**config.mk**
```make
export PLATFORM = sky130hd
export DESIGN_NAME = css_channel_sequence_select
export DESIGN_NICKNAME = d
export VERILOG_FILES = /design/src/css_channel_sequence_select.v
export VERILOG_INCLUDE_DIRS = /design/src /design/src/include
export SDC_FILE = /design/constraint.sdc
export NUM_CORES = 1
export LEC_CHECK = 0
export BUFFER_PORTS_ARGS = -buffer_cell sky130_fd_sc_hd__buf_2
export CORE_UTILIZATION = 40
export CTS_CLUSTER_SIZE = 8
export DETAILED_ROUTE_END_ITERATION = 10
export REMOVE_ABC_BUFFERS = 1
export SYNTH_ARGS = -nofsm -noshare
export SYNTH_HDL_FRONTEND = slang
export SYNTH_SLANG_ARGS = --single-unit
export TNS_END_PERCENT = 10
```
**constraint.sdc**
```tcl
create_clock -name CLK -period 4.4 [get_ports CLK]
set_clock_uncertainty 0.1 [all_clocks]
set_input_delay 0.44 -clock CLK [delete_from_list [all_inputs] [get_ports CLK]]
set_output_delay 0.44 -clock CLK [all_outputs]
set_load 0.03 [all_outputs]
```
**src/include/css_regs.vh**
```
// css_regs.vh: constants for the channel sequence select block
// assumes a single 125 MHz clock; included by bare name
`ifndef CSS_REGS_VH
`define CSS_REGS_VH
`define CSS_NUM_CH        4
`define CSS_MASK_RESET    4'h0
`define CSS_CODE_WIDTH    14
`define CSS_CONV_TIME_NS  2400
`define CSS_CLK_PERIOD_NS 8
`define CSS_CONV_CYCLES   (`CSS_CONV_TIME_NS / `CSS_CLK_PERIOD_NS)
`define CSS_BIP_NEG_FS    14'h2000
`define CSS_BIP_POS_FS    14'h1FFF
`define CSS_UNI_TOP       14'h3FFF
`define CSS_ZERO_CODE     14'h0000
`endif

```
**src/css_channel_sequence_select.v**
```verilog
// css_channel_sequence_select: channel selection, sequencing, busy/eoc and result coding
// assumes synchronous inputs on CLK; the converter core supplies a raw offset-binary code
`timescale 1ns/10ps
`include "css_regs.vh"

module css_channel_sequence_select #(
	parameter CONV_CYCLES = `CSS_CONV_CYCLES
) (
	// clock and reset
	input  wire        CLK,
	input  wire        RESETN,
	input  wire        CE,
	// conversion control
	input  wire        CONVERSION_START_N,
	input  wire        SOURCE_SELECT,
	input  wire        BIPOLAR,
	// hardware pick pins
	input  wire        CHANNEL_PICK_PIN_ONE,
	input  wire        CHANNEL_PICK_PIN_TWO,
	input  wire        CHANNEL_PICK_PIN_THREE,
	input  wire        CHANNEL_PICK_PIN_FOUR,
	// host bus
	input  wire        CS_N,
	input  wire        RD_N,
	input  wire        WR_N,
	input  wire [3:0]  DATA_LINE_IN,
	// converter core result, offset binary from the comparator ladder
	input  wire [13:0] RAW_CODE,
	// status and results
	output reg         BUSY,
	output reg         EOC_N,
	output reg  [1:0]  CHANNEL_INDEX,
	output reg  [13:0] RESULT_CODE,
	output reg         EXT_CLOCK_IN,
	output reg         CLOCK_SOURCE_CHOICE,
	output reg  [3:0]  LATCHED_MASK
);

	localparam ST_IDLE = 1'b0;
	localparam ST_CONV = 1'b1;
	// the counter is twelve bits, so CONV_CYCLES above 4096 would wrap early
	localparam integer CONV_LAST_INT = CONV_CYCLES - 1;
	localparam [11:0]  CONV_LAST     = CONV_LAST_INT[11:0];

	reg        state_ff;
	reg [3:0]  mask_ff;
	reg [3:0]  seq_ff;
	reg [11:0] cnt_ff;
	reg        start_d_ff;
	reg        wr_d_ff;
	reg [3:0]  wdata_ff;

	// next values of the channel register path
	reg        nxt_wr_d;
	reg [3:0]  nxt_wdata;
	reg [3:0]  nxt_mask;

	// next values of the sequencer and its outputs
	reg        nxt_state;
	reg [3:0]  nxt_seq;
	reg [11:0] nxt_cnt;
	reg        nxt_busy;
	reg        nxt_eoc_n;
	reg [1:0]  nxt_index;
	reg [13:0] nxt_result;
	reg [3:0]  nxt_latched;

	wire       write_phase = ~CS_N & ~WR_N & RD_N;
	wire [3:0] pin_pick    = {CHANNEL_PICK_PIN_FOUR, CHANNEL_PICK_PIN_THREE,
	                          CHANNEL_PICK_PIN_TWO, CHANNEL_PICK_PIN_ONE};
	// pins three and four are ignored in software mode; board ties them
	wire [3:0] mux_pick    = SOURCE_SELECT ? mask_ff : pin_pick;
	wire       start_rise  = CONVERSION_START_N & ~start_d_ff;

	// lowest set bit picks the next channel, so order is ascending
	function [1:0] low_ch;
		input [3:0] m;
		begin
			if (m[0]) low_ch = 2'h0;
			else if (m[1]) low_ch = 2'h1;
			else if (m[2]) low_ch = 2'h2;
			else low_ch = 2'h3;
		end
	endfunction

	// offset-binary core code to output coding; top bit flip gives two's complement
	function [13:0] code_of;
		input [13:0] raw;
		input        bip;
		begin
			code_of = bip ? {~raw[13], raw[12:0]} : raw;
		end
	endfunction

	// one-hot bit of a channel index
	function [3:0] ch_bit;
		input [1:0] idx;
		begin
			ch_bit = 4'h1 << idx;
		end
	endfunction

	// write strobe rose after a sampled write phase
	wire       write_done = wr_d_ff & WR_N;
	wire       conv_end   = (cnt_ff == CONV_LAST);
	// channels still waiting once the current one has finished
	wire [3:0] seq_left   = seq_ff & ~ch_bit(CHANNEL_INDEX);

	// register write: data held from the write phase, loaded when the strobe rises
	always @* begin
		nxt_wr_d  = write_phase;
		nxt_wdata = wdata_ff;
		nxt_mask  = mask_ff;
		if (write_phase)
			nxt_wdata = DATA_LINE_IN;
		// a phase that ends by chip select alone loads nothing
		if (write_done)
			nxt_mask = wdata_ff;
	end

	// sequencer: latches the selection at start, then walks it lowest channel first
	always @* begin
		nxt_state   = state_ff;
		nxt_seq     = seq_ff;
		nxt_cnt     = cnt_ff;
		nxt_busy    = BUSY;
		nxt_eoc_n   = 1'b1;
		nxt_index   = CHANNEL_INDEX;
		nxt_result  = RESULT_CODE;
		nxt_latched = LATCHED_MASK;
		case (state_ff)
			ST_IDLE: begin
				// an empty selection starts nothing, so busy stays low
				if (start_rise && mux_pick != 4'h0) begin
					nxt_seq     = mux_pick;
					nxt_latched = mux_pick;
					nxt_index   = low_ch(mux_pick);
					nxt_cnt     = 12'h000;
					nxt_busy    = 1'b1;
					nxt_state   = ST_CONV;
				end
			end
			ST_CONV: begin
				// starts are ignored here, so the latched selection stays put
				if (conv_end) begin
					nxt_cnt    = 12'h000;
					nxt_eoc_n  = 1'b0;
					nxt_result = code_of(RAW_CODE, BIPOLAR);
					nxt_seq    = seq_left;
					if (seq_left == 4'h0) begin
						nxt_busy  = 1'b0;
						nxt_state = ST_IDLE;
					end else begin
						nxt_index = low_ch(seq_left);
					end
				end else begin
					nxt_cnt = cnt_ff + 12'h001;
				end
			end
			default: begin
				nxt_state = ST_IDLE;
			end
		endcase
	end

	// channel register; reset leaves no channel chosen
	always @(posedge CLK or negedge RESETN) begin
		if (!RESETN) begin
			mask_ff  <= `CSS_MASK_RESET;
			wr_d_ff  <= 1'b0;
			wdata_ff <= 4'h0;
		end else if (CE) begin
			wr_d_ff  <= nxt_wr_d;
			wdata_ff <= nxt_wdata;
			mask_ff  <= nxt_mask;
		end
	end

	// all state and outputs freeze while CE is low
	always @(posedge CLK or negedge RESETN) begin
		if (!RESETN) begin
			state_ff            <= ST_IDLE;
			seq_ff              <= 4'h0;
			cnt_ff              <= 12'h000;
			// idle level of the start pin is high, so no false edge follows reset
			start_d_ff          <= 1'b1;
			BUSY                <= 1'b0;
			EOC_N               <= 1'b1;
			CHANNEL_INDEX       <= 2'h0;
			RESULT_CODE         <= `CSS_ZERO_CODE;
			EXT_CLOCK_IN        <= 1'b0;
			CLOCK_SOURCE_CHOICE <= 1'b0;
			LATCHED_MASK        <= 4'h0;
		end else if (CE) begin
			start_d_ff          <= CONVERSION_START_N;
			state_ff            <= nxt_state;
			seq_ff              <= nxt_seq;
			cnt_ff              <= nxt_cnt;
			BUSY                <= nxt_busy;
			EOC_N               <= nxt_eoc_n;
			CHANNEL_INDEX       <= nxt_index;
			RESULT_CODE         <= nxt_result;
			LATCHED_MASK        <= nxt_latched;
			// dual-function pins only mean clock controls in software mode
			EXT_CLOCK_IN        <= SOURCE_SELECT & CHANNEL_PICK_PIN_ONE;
			CLOCK_SOURCE_CHOICE <= SOURCE_SELECT & CHANNEL_PICK_PIN_TWO;
		end
	end

endmodule // css_channel_sequence_select

```
==> results.json, run 1 <==
{
  "syn_avg_cell_area_sq_um": 10.1,
  "cts_root_buffer": "clkbuf_8",
  "hold_class": "in -> async",
  "die_w_um": 81.1,
  "synth_top_area_share": 0.490,
  "pwr-share-comb": 0.259,
  "syn_area_sq_um": 2500,
  "diodes": 0,
  "rows": 28,
  "cts_hold_buf": 0,
  "p_int_w": 0.000849,
  "start_util": 0.418,
  "path_clk_slew_ns": 0.09,
  "ioPinCount": 55,
  "max_slew_margin": 0.384,
  "core_area_sq_um": 5990,
  "grt_pass1_vias": 1932,
  "end_kind": "flop",
  "drtPass1Iterations": 4,
  "placed_cell_area_sq_um": 2840,
  "grt_usage": 0.183,
  "ir_drop_uv": 319,
  "nets": 335,
  "routed_wl_um": 5540,
  "postSynthCellCount": 249,
  "arrival_ns": 2.51,
  "die_area_sq_um": 6580,
  "cts_resized": 0,
  "drc_errors": 0,
  "grt_max_degree": 52,
  "drv_slew": 0,
  "async_flop_share": 1.00,
  "power.density_nw_per_um2": 441,
  "critical_path_required_ns": 4.47,
  "cts_buffers": 5,
  "max-cap-violations": 0,
  "synth_edf_count": 0,
  "max_freq_ghz": 0.410,
  "antenna_found_initial": 0,
  "synth_top_area_cell": "dfrtp_1",
  "fp.dieH_um": 81.1,
  "insertion_delay_ns": 0.30,
  "multi_input_area_sq_um": 1140,
  "finalInstanceArea_sq_um": 2950,
  "setup_slack_ns": 1.96,
  "grt_setup_unrepaired": "false",
  "ant_nets": 0,
  "cp_max_fo": 21,
  "finalWeightedCongestion": 0.745,
  "viasPerCell": 5.41,
  "grt_pass1_wl_um": 9180,
  "clock_sinks": 51,
  "rrSetupSlack_ns": 1.96,
  "period_needed_ns": 2.44,
  "hold_viol": 0,
  "wl_per_cell_um": 14.6,
  "crit_type": "reg -> reg",
  "hpwl_um": 4010,
  "synth.distinct_cells": 52,
  "num-fill-cells": 587,
  "switching_power_w": 0.000453,
  "yosys-top-cells-area": "dfrtp_1, nand2_1, mux2_2, o21ai_0, mux2i_1",
  "setup_viol": 0,
  "min_period_over_period": 0.555,
  "switching_share": 0.348,
  "postCtsSetupBuffers": 0,
  "seq_area_sq_um": 1280,
  "power.share.clock": 0.250,
  "cts_tree": "done",
  "synth-seq-area-share": 0.510,
  "p_seq_frac": 0.491,
  "io_buffers": 54,
  "synthFlopType": "dfrtp_1",
  "htreeDepth": 2,
  "grt_overflow": 0,
  "status": "complete, no violations",
  "ctsLongestPathBuffers": 2,
  "area_growth_pct": 17.8,
  "yosysWarnings": 0,
  "dr.first_iter.drc_count": 108,
  "drive_gt1_frac": 0.283,
  "tns_ns": 0,
  "post-place-ws_ns": 1.94,
  "vias": 2050,
  "critPathLaunchType": "flop",
  "p_leak_nw": 1.42,
  "synth-seq-cells": 51,
  "tightest_slew_ns": 0.911
}
## cells in the mapped netlist, drive strengths merged (3+ instances only)
cell type and count:
inv 10, a221o 3, buf 5, o211ai 4
a21oi 3, nor4 4, or4b 3, o311ai 3
mux2 13, nor3 9, nor2 11, nand2 50
mux2i 6, o21ai 16, a211oi 5, a21o 3
nand3 10, clkbuf 4, o2bb2ai 4, nor3b 3
dfrtp 49
## power groups by stage
stage	clock network (W)	registers [W]	logic, W
floorplan	0	0.000680	0.000186
global placement	0	0.000648	0.000336
detailed placement	0	0.000648	0.000338
CTS	0.000336	0.000639	0.000339
global route	0.000351	0.000657	0.000377
finish	0.000326	0.000639	0.000337
## path summary, 6_finish.rpt
kind	from	cells after the start	to
min	RESETN	2	seq_ff[2]$_DFFE_PN0P_
min in group CLK	RAW_CODE[12]	3	RESULT_CODE[12]$_DFFE_PN0P_
max in group asynchronous	RESETN	2	LATCHED_MASK[0]$_DFFE_PN0P_
max reg2reg	state_ff$_DFFE_PN0P_	4	seq_ff[3]$_DFFE_PN0P_
min reg2reg	RESULT_CODE[3]$_DFFE_PN0P_	2	RESULT_CODE[3]$_DFFE_PN0P_
max	state_ff$_DFFE_PN0P_	4	seq_ff[3]$_DFFE_PN0P_
## routing by layer
layer	routed length (um)	track usage
met4	51	0.0482
met2	2510	0.279
met3	187	0.0382
met1	2790	0.264
met5	0	0
## state kept, by name (all words and copies together) (netlist names)
signal and count:
BUSY 1, CHANNEL_INDEX 2, CLOCK_SOURCE_CHOICE 1, EOC_N 1, EXT_CLOCK_IN 1, LATCHED_MASK 4, RESULT_CODE 14, cnt_ff 12
mask_ff 4, seq_ff 4, start_d_ff 1, state_ff 1, wdata_ff 4, wr_d_ff 1
## cells in the final DEF, fill, tap and decap left out, types with 2 or more instances in the layout
cell type  instances
a221o_1            3
nand2_1           50
nor3_1             9
buf_4              2
buf_2             54
nand2b_1           2
o311ai_2           2
or4b_1             2
o2bb2ai_1          4
o211ai_1           4
o21ai_0           16
nand3_1           10
clkbuf_8           5
dfrtp_1           49
a31oi_1            2
nor4_1             3
nor3b_1            3
a21oi_1            3
mux2i_1            6
dfstp_2            2
nor2_1            11
inv_1             10
a21o_1             3
mux2_2            13
a211oi_1           5
nand4_1            2
o31ai_1            2
## logic make-up after synthesis
kind of cell	after synthesis	synth area share
adder cells (fa/ha/maj)	1	0.00499
XOR/XNOR	1	0.00350
multiplexers	19	0.0824
AO/OA/AOI/OAI	57	0.169
AND/OR/NAND/NOR	101	0.197
flip-flops	51	0.510
buffers and inverters	19	0.0330
## layout make-up
cell class / instances / share of cell area
inverter: 10 / 0.0127
sequential: 51 / 0.433
clock inverter: 3 / 0.0148
timing repair buffer: 56 / 0.0967
tap: 75 / 0.0318
multi-input combinational: 179 / 0.387
clock buffer: 5 / 0.0233
## worst max-delay path, stage by stage (launching register included)
cell and delay (ns):
dfrtp_1 0.69, nand2_1 0.33, or4_4 0.71, o311ai_0 0.33
o211ai_1 0.14
## metrics by stage
step | util | total power, W | cells | hold slack (ns)
final | 0.493 | 0.00130 | 379 | 0.138
after global routing | 0.493 | 0.00138 | 379 | 0.216
after CTS | 0.493 | 0.00131 | 379 | 0.165
after detailed placement | 0.474 | 0.000986 | 371 | 0.357
after global placement | 0.474 | 0.000985 | 371 | 0.357
after floorplan | - | 0.000866 | 240 | 0.0444
No activity file was read; power rests on OpenSTA's default activity.
==> inputs of run 2 (changes only) <==
Clock period 4.4 ns to 2.4 ns, I/O delays scaled along.
==> results.json, run 2 (synthesis gave the netlist of run 1 again) <==
{
  "final_common_cell": "buf_2",
  "rr_worst_depth": 5,
  "end_kind": "flop",
  "hold_end": "RESULT_CODE[4]$_DFFE_PN0P_",
  "tightest_slew_ns": 0.609,
  "use_met1": 0.279,
  "vias": 2097,
  "fp.dieH_um": 81.1,
  "hold_viol": 0,
  "hold_depth": 3,
  "rows": 28,
  "insertion_delay_ns": 0.30,
  "critical-path-max-stage-delay_ns": 0.58,
  "grt_setup_unrepaired": "true",
  "critical_path_required_ns": 2.47,
  "largest_register_ffs": 14,
  "finalWeightedCongestion": 0.794,
  "use_met3": 0.0427,
  "start_util": 0.418,
  "antenna_found_initial": 0,
  "drc_errors": 0,
  "grt_overflow": 0,
  "crit_type": "reg -> reg",
  "wl_per_cell_um": 15.4,
  "critPathSlowestCell": "or4b_4",
  "final_util": 0.509,
  "min_period_over_period": 0.960,
  "max_freq_ghz": 0.434,
  "path_clk_slew_ns": 0.10,
  "grt_pass1_vias": 2009,
  "viasPerCell": 5.38,
  "period_needed_ns": 2.30,
  "layout.cells.most_common_list": "buf_2, nand2_1, dfrtp_1",
  "routed_wl_um": 6010,
  "cts_tree": "done",
  "cp_max_fo": 18,
  "dp_cells": 381,
  "rrSetupSlack_ns": 0.1,
  "cts_buffers": 5,
  "core_area_sq_um": 5990,
  "ir_drop_uv": 466,
  "area_growth_pct": 21.8,
  "top_regs": "RESULT_CODE: 14 flops, cnt_ff: 12 flops",
  "ant_nets": 0,
  "drtPass1Iterations": 4,
  "largest-register": "RESULT_CODE",
  "cp_cell_sequence": "or4b_4, or4_4, buf_4, o21ai_0, o211ai_1",
  "status": "complete, no violations",
  "setup_viol": 0,
  "r2r-end": "seq_ff[3]$_DFFE_PN0P_",
  "r2r_start": "cnt_ff[9]$_DFFE_PN0P_",
  "tns_ns": 0,
  "stdcell_count": 390,
  "met2_usage": 0.306,
  "nets": 346,
  "die_w_um": 81.1,
  "dr.first_iter.drc_count": 137,
  "die_area_sq_um": 6580,
  "grt_max_degree": 30,
  "io_buffers": 54,
  "ioPinCount": 55,
  "drive_gt1_frac": 0.305,
  "critPathLaunchType": "flop",
  "grt_usage": 0.199,
  "ctsLongestPathBuffers": 2,
  "max_slew_margin": 0.590,
  "hp-start": "RAW_CODE[4]",
  "cts_root_buffer": "clkbuf_8",
  "diodes": 0,
  "max-cap-violations": 0,
  "p_leak_nw": 1.48,
  "clock_sinks": 51,
  "crit_family": "simple AND/OR/NAND/NOR gates",
  "drv_slew": 0,
  "hold_class": "in -> reg",
  "hpwl_um": 4480,
  "top_usage_layer": "met2",
  "arrival_ns": 2.37,
  "grt_pass1_wl_um": 9850,
  "crit_buf_inv": 1,
  "power.density_nw_per_um2": 799,
  "htreeDepth": 2
}
## run 2: cell types whose count changed in the layout (fill, tap and decap cells not counted), sizes merged
cell	change
inv	+1
clkinvlp	+1
dlygate4sd3	+1
buf	+10
clkinv	-2
## run 2: power by group
group          internal (W)  switching [W]
combinational      0.000268       0.000385
sequential          0.00100       0.000170
clock              0.000314       0.000299
## run 2: per-stage QoR
stage	hold slack, ns	total power, W	worst slack [ns]	instance area (sq um)
after CTS	0.0152	0.00246	0.0916	3050
after global placement	0.165	0.00183	0.160	2930
after detailed placement	0.175	0.00185	0.116	2930
after floorplan	-0.156	0.00159	-0.0654	2460
after global routing	0.000935	0.00259	-0.00431	3050
final	0.0181	0.00244	0.0971	3050
## run 2: cell type report
class	instances	area, sq um
fillers	552	2940
flip-flops and latches	51	1280
multi-input cells	179	1140
repair buffers	67	383
well taps	75	93.8
clock buffers	5	68.8
clock inverters	3	46.3
inverters	10	37.5
## run 2: how the worst max path moves through the flow
stage / startpoint / to / slack (ns) / cells after the start
after global routing: cnt_ff[9]$_DFFE_PN0P_ / seq_ff[3]$_DFFE_PN0P_ / -0.004 / 4
after CTS: cnt_ff[9]$_DFFE_PN0P_ / CHANNEL_INDEX[1]$_DFFE_PN0P_ / 0.09 / 5
after detailed placement: cnt_ff[9]$_DFFE_PN0P_ / CHANNEL_INDEX[1]$_DFFE_PN0P_ / 0.12 / 5
final: cnt_ff[9]$_DFFE_PN0P_ / seq_ff[3]$_DFFE_PN0P_ / 0.1 / 5
after floorplan: cnt_ff[9]$_DFFE_PN0P_ / seq_ff[0]$_DFFE_PN0P_ / -0.07 / 4
after global placement: cnt_ff[9]$_DFFE_PN0P_ / seq_ff[3]$_DFFE_PN0P_ / 0.16 / 5
## run 2: layer usage
layer  vias to the layer above  routed length, um
met4                         0                 99
met1                       994               2890
met3                        11                225
met5                         -                  0
met2                        53               2790
li1                       1039                  -
## run 2: what timing repair did
action | 4_1_cts | 5_1_grt
hold endpoints to repair | 22 | 0
gates resized for setup | 0 | 1
hold buffers | 1 | 0
buffers inserted | 0 | 0
endpoints found under the setup margin | 0 | 2
## run 2: tightest hold or removal path: cells and delay by family
| family | cells | cell delay (ns) |
|---|---|---|
| buffers and inverters | 1 | 0.07 |
| and+or+nand+nor | 2 | 0.08 |
==> inputs of run 3 (changes only) <==
Clock period 2.4 ns to 2.98 ns, I/O delays scaled along.
==> results.json, run 3 (synthesis gave the netlist of run 1 again) <==
{
  "hp-start": "RAW_CODE[11]",
  "cts_buffers": 5,
  "vias": 2041,
  "ioPinCount": 55,
  "cts_root_buffer": "clkbuf_8",
  "grt_pass1_vias": 1955,
  "diodes": 0,
  "layout.cells.most_common_list": "buf_2, nand2_1, dfrtp_1",
  "power.density_nw_per_um2": 648,
  "cp_cell_sequence": "or4b_4, or4_4, o311ai_0, o211ai_1",
  "period_needed_ns": 2.43,
  "ctsLongestPathBuffers": 2,
  "critPathLaunchType": "flop",
  "r2r-end": "seq_ff[3]$_DFFE_PN0P_",
  "seq_area_sq_um": 1280,
  "insertion_delay_ns": 0.30,
  "setup_viol": 0,
  "hpwl_um": 4190,
  "top_usage_layer": "met2",
  "antenna_found_initial": 0,
  "status": "complete, no violations",
  "fp.dieH_um": 81.1,
  "grt_pass1_wl_um": 9390,
  "final_common_cell": "buf_2",
  "critPathSlowestCell": "or4_4",
  "end_kind": "flop",
  "hold_end": "RESULT_CODE[11]$_DFFE_PN0P_",
  "hold_class": "in -> reg",
  "path_clk_slew_ns": 0.10,
  "postCtsSetupBuffers": 0,
  "final_util": 0.502,
  "arrival_ns": 2.51,
  "die_w_um": 81.1,
  "tightest_slew_ns": 0.644,
  "hold_viol": 0,
  "use_met3": 0.0326,
  "p_leak_nw": 1.45,
  "htreeDepth": 2,
  "cts_tree": "done",
  "min_period_over_period": 0.816,
  "start_util": 0.418,
  "r2r_start": "cnt_ff[9]$_DFFE_PN0P_",
  "drv_slew": 0,
  "drive_gt1_frac": 0.296,
  "clock_sinks": 51,
  "routed_wl_um": 5690,
  "drtPass1Iterations": 4,
  "finalWeightedCongestion": 0.772,
  "core_area_sq_um": 5990,
  "die_area_sq_um": 6580,
  "tns_ns": 0,
  "wl_per_cell_um": 14.7,
  "drc_errors": 0,
  "cp_max_fo": 21,
  "multi_input_area_sq_um": 1140,
  "grt_overflow": 0,
  "use_met1": 0.252,
  "hold_depth": 3,
  "crit_type": "reg -> reg",
  "critical-path-max-stage-delay_ns": 0.70,
  "largest_register_ffs": 14,
  "largest-register": "RESULT_CODE",
  "nets": 342,
  "ir_drop_uv": 345,
  "setup_slack_ns": 0.550,
  "ant_nets": 0,
  "rows": 28,
  "post-place-ws_ns": 0.571,
  "max_slew_margin": 0.571,
  "grt_max_degree": 29,
  "grt_usage": 0.187,
  "dr.first_iter.drc_count": 77,
  "max_freq_ghz": 0.411,
  "area_growth_pct": 20.1,
  "met2_usage": 0.308,
  "grt_setup_unrepaired": "false",
  "num-fill-cells": 579,
  "top_regs": "RESULT_CODE: 14 flops, cnt_ff: 12 flops",
  "io_buffers": 54,
  "max-cap-violations": 0,
  "critical_path_required_ns": 3.06,
  "viasPerCell": 5.29,
  "rrSetupSlack_ns": 0.55,
  "rr_worst_depth": 4
}
run 3: changes by cell type in the layout (fill, tap and decap cells not counted):
cell / delta
o21ai_1: -1
buf_4: -3
buf_12: -1
o21ai_0: +1
run 3: where the power goes:
part	switching (W)	internal, W	leakage (nW)	total, W
Sequential	0.000137	0.000806	0.633	0.000943
Clock	0.000251	0.000253	0.0548	0.000504
Combinational	0.000299	0.000205	0.764	0.000504
Total	0.000687	0.00126	1.45	0.00195
run 3: layer usage:
metal,vias up,part of all wire
li1,1037,-
met1,972,0.49
met2,28,0.48
met3,4,0.026
met4,0,0.0077
met5,-,0
run 3: critical path, delay by kind of cell (launching register included):
| family | cells | cell delay [ns] |
|---|---|---|
| AO/OA/AOI/OAI | 2 | 0.48 |
| flip-flops | 1 | 0.45 |
| AND/OR/NAND/NOR | 2 | 1.28 |
run 3: worst max path at each step:
stage          cells after the start                    end  slack [ns]             startpoint
2_1_floorplan                      4  seq_ff[0]$_DFFE_PN0P_        0.51  cnt_ff[9]$_DFFE_PN0P_
3_3_place_gp                       4  seq_ff[3]$_DFFE_PN0P_        0.59  cnt_ff[9]$_DFFE_PN0P_
3_5_place_dp                       4  seq_ff[3]$_DFFE_PN0P_        0.57  cnt_ff[9]$_DFFE_PN0P_
4_1_cts                            4  seq_ff[3]$_DFFE_PN0P_        0.55  cnt_ff[9]$_DFFE_PN0P_
5_1_grt                            4  seq_ff[3]$_DFFE_PN0P_        0.41  cnt_ff[9]$_DFFE_PN0P_
6_report                           4  seq_ff[3]$_DFFE_PN0P_        0.55  cnt_ff[9]$_DFFE_PN0P_
run 3: metrics by stage:
step | cells | power, W | cell area (sq um) | hold WS (ns)
4_1_cts | 386 | 0.00197 | 3010 | 0.0657
3_5_place_dp | 377 | 0.00146 | 2880 | 0.264
2_1_floorplan | 240 | 0.00128 | 2460 | -0.0976
5_1_grt | 386 | 0.00207 | 3010 | 0.0699
6_report | 386 | 0.00195 | 3010 | 0.0734
3_3_place_gp | 377 | 0.00145 | 2880 | 0.270
run 3: cell type report:
| type | count | share of cell area |
|---|---|---|
| clock inverters | 3 | 0.0154 |
| repair buffers | 63 | 0.113 |
| clock buffers | 5 | 0.0229 |
| multi-input cells | 179 | 0.380 |
| inverters | 10 | 0.0125 |
| flip-flops and latches | 51 | 0.425 |
| well taps | 75 | 0.0312 |
run 3: timing repair:
action / 4_1_cts / 5_1_grt
hold endpoints to repair: 25 / 0
resized for setup: 0 / 0
hold buffers: 1 / 0
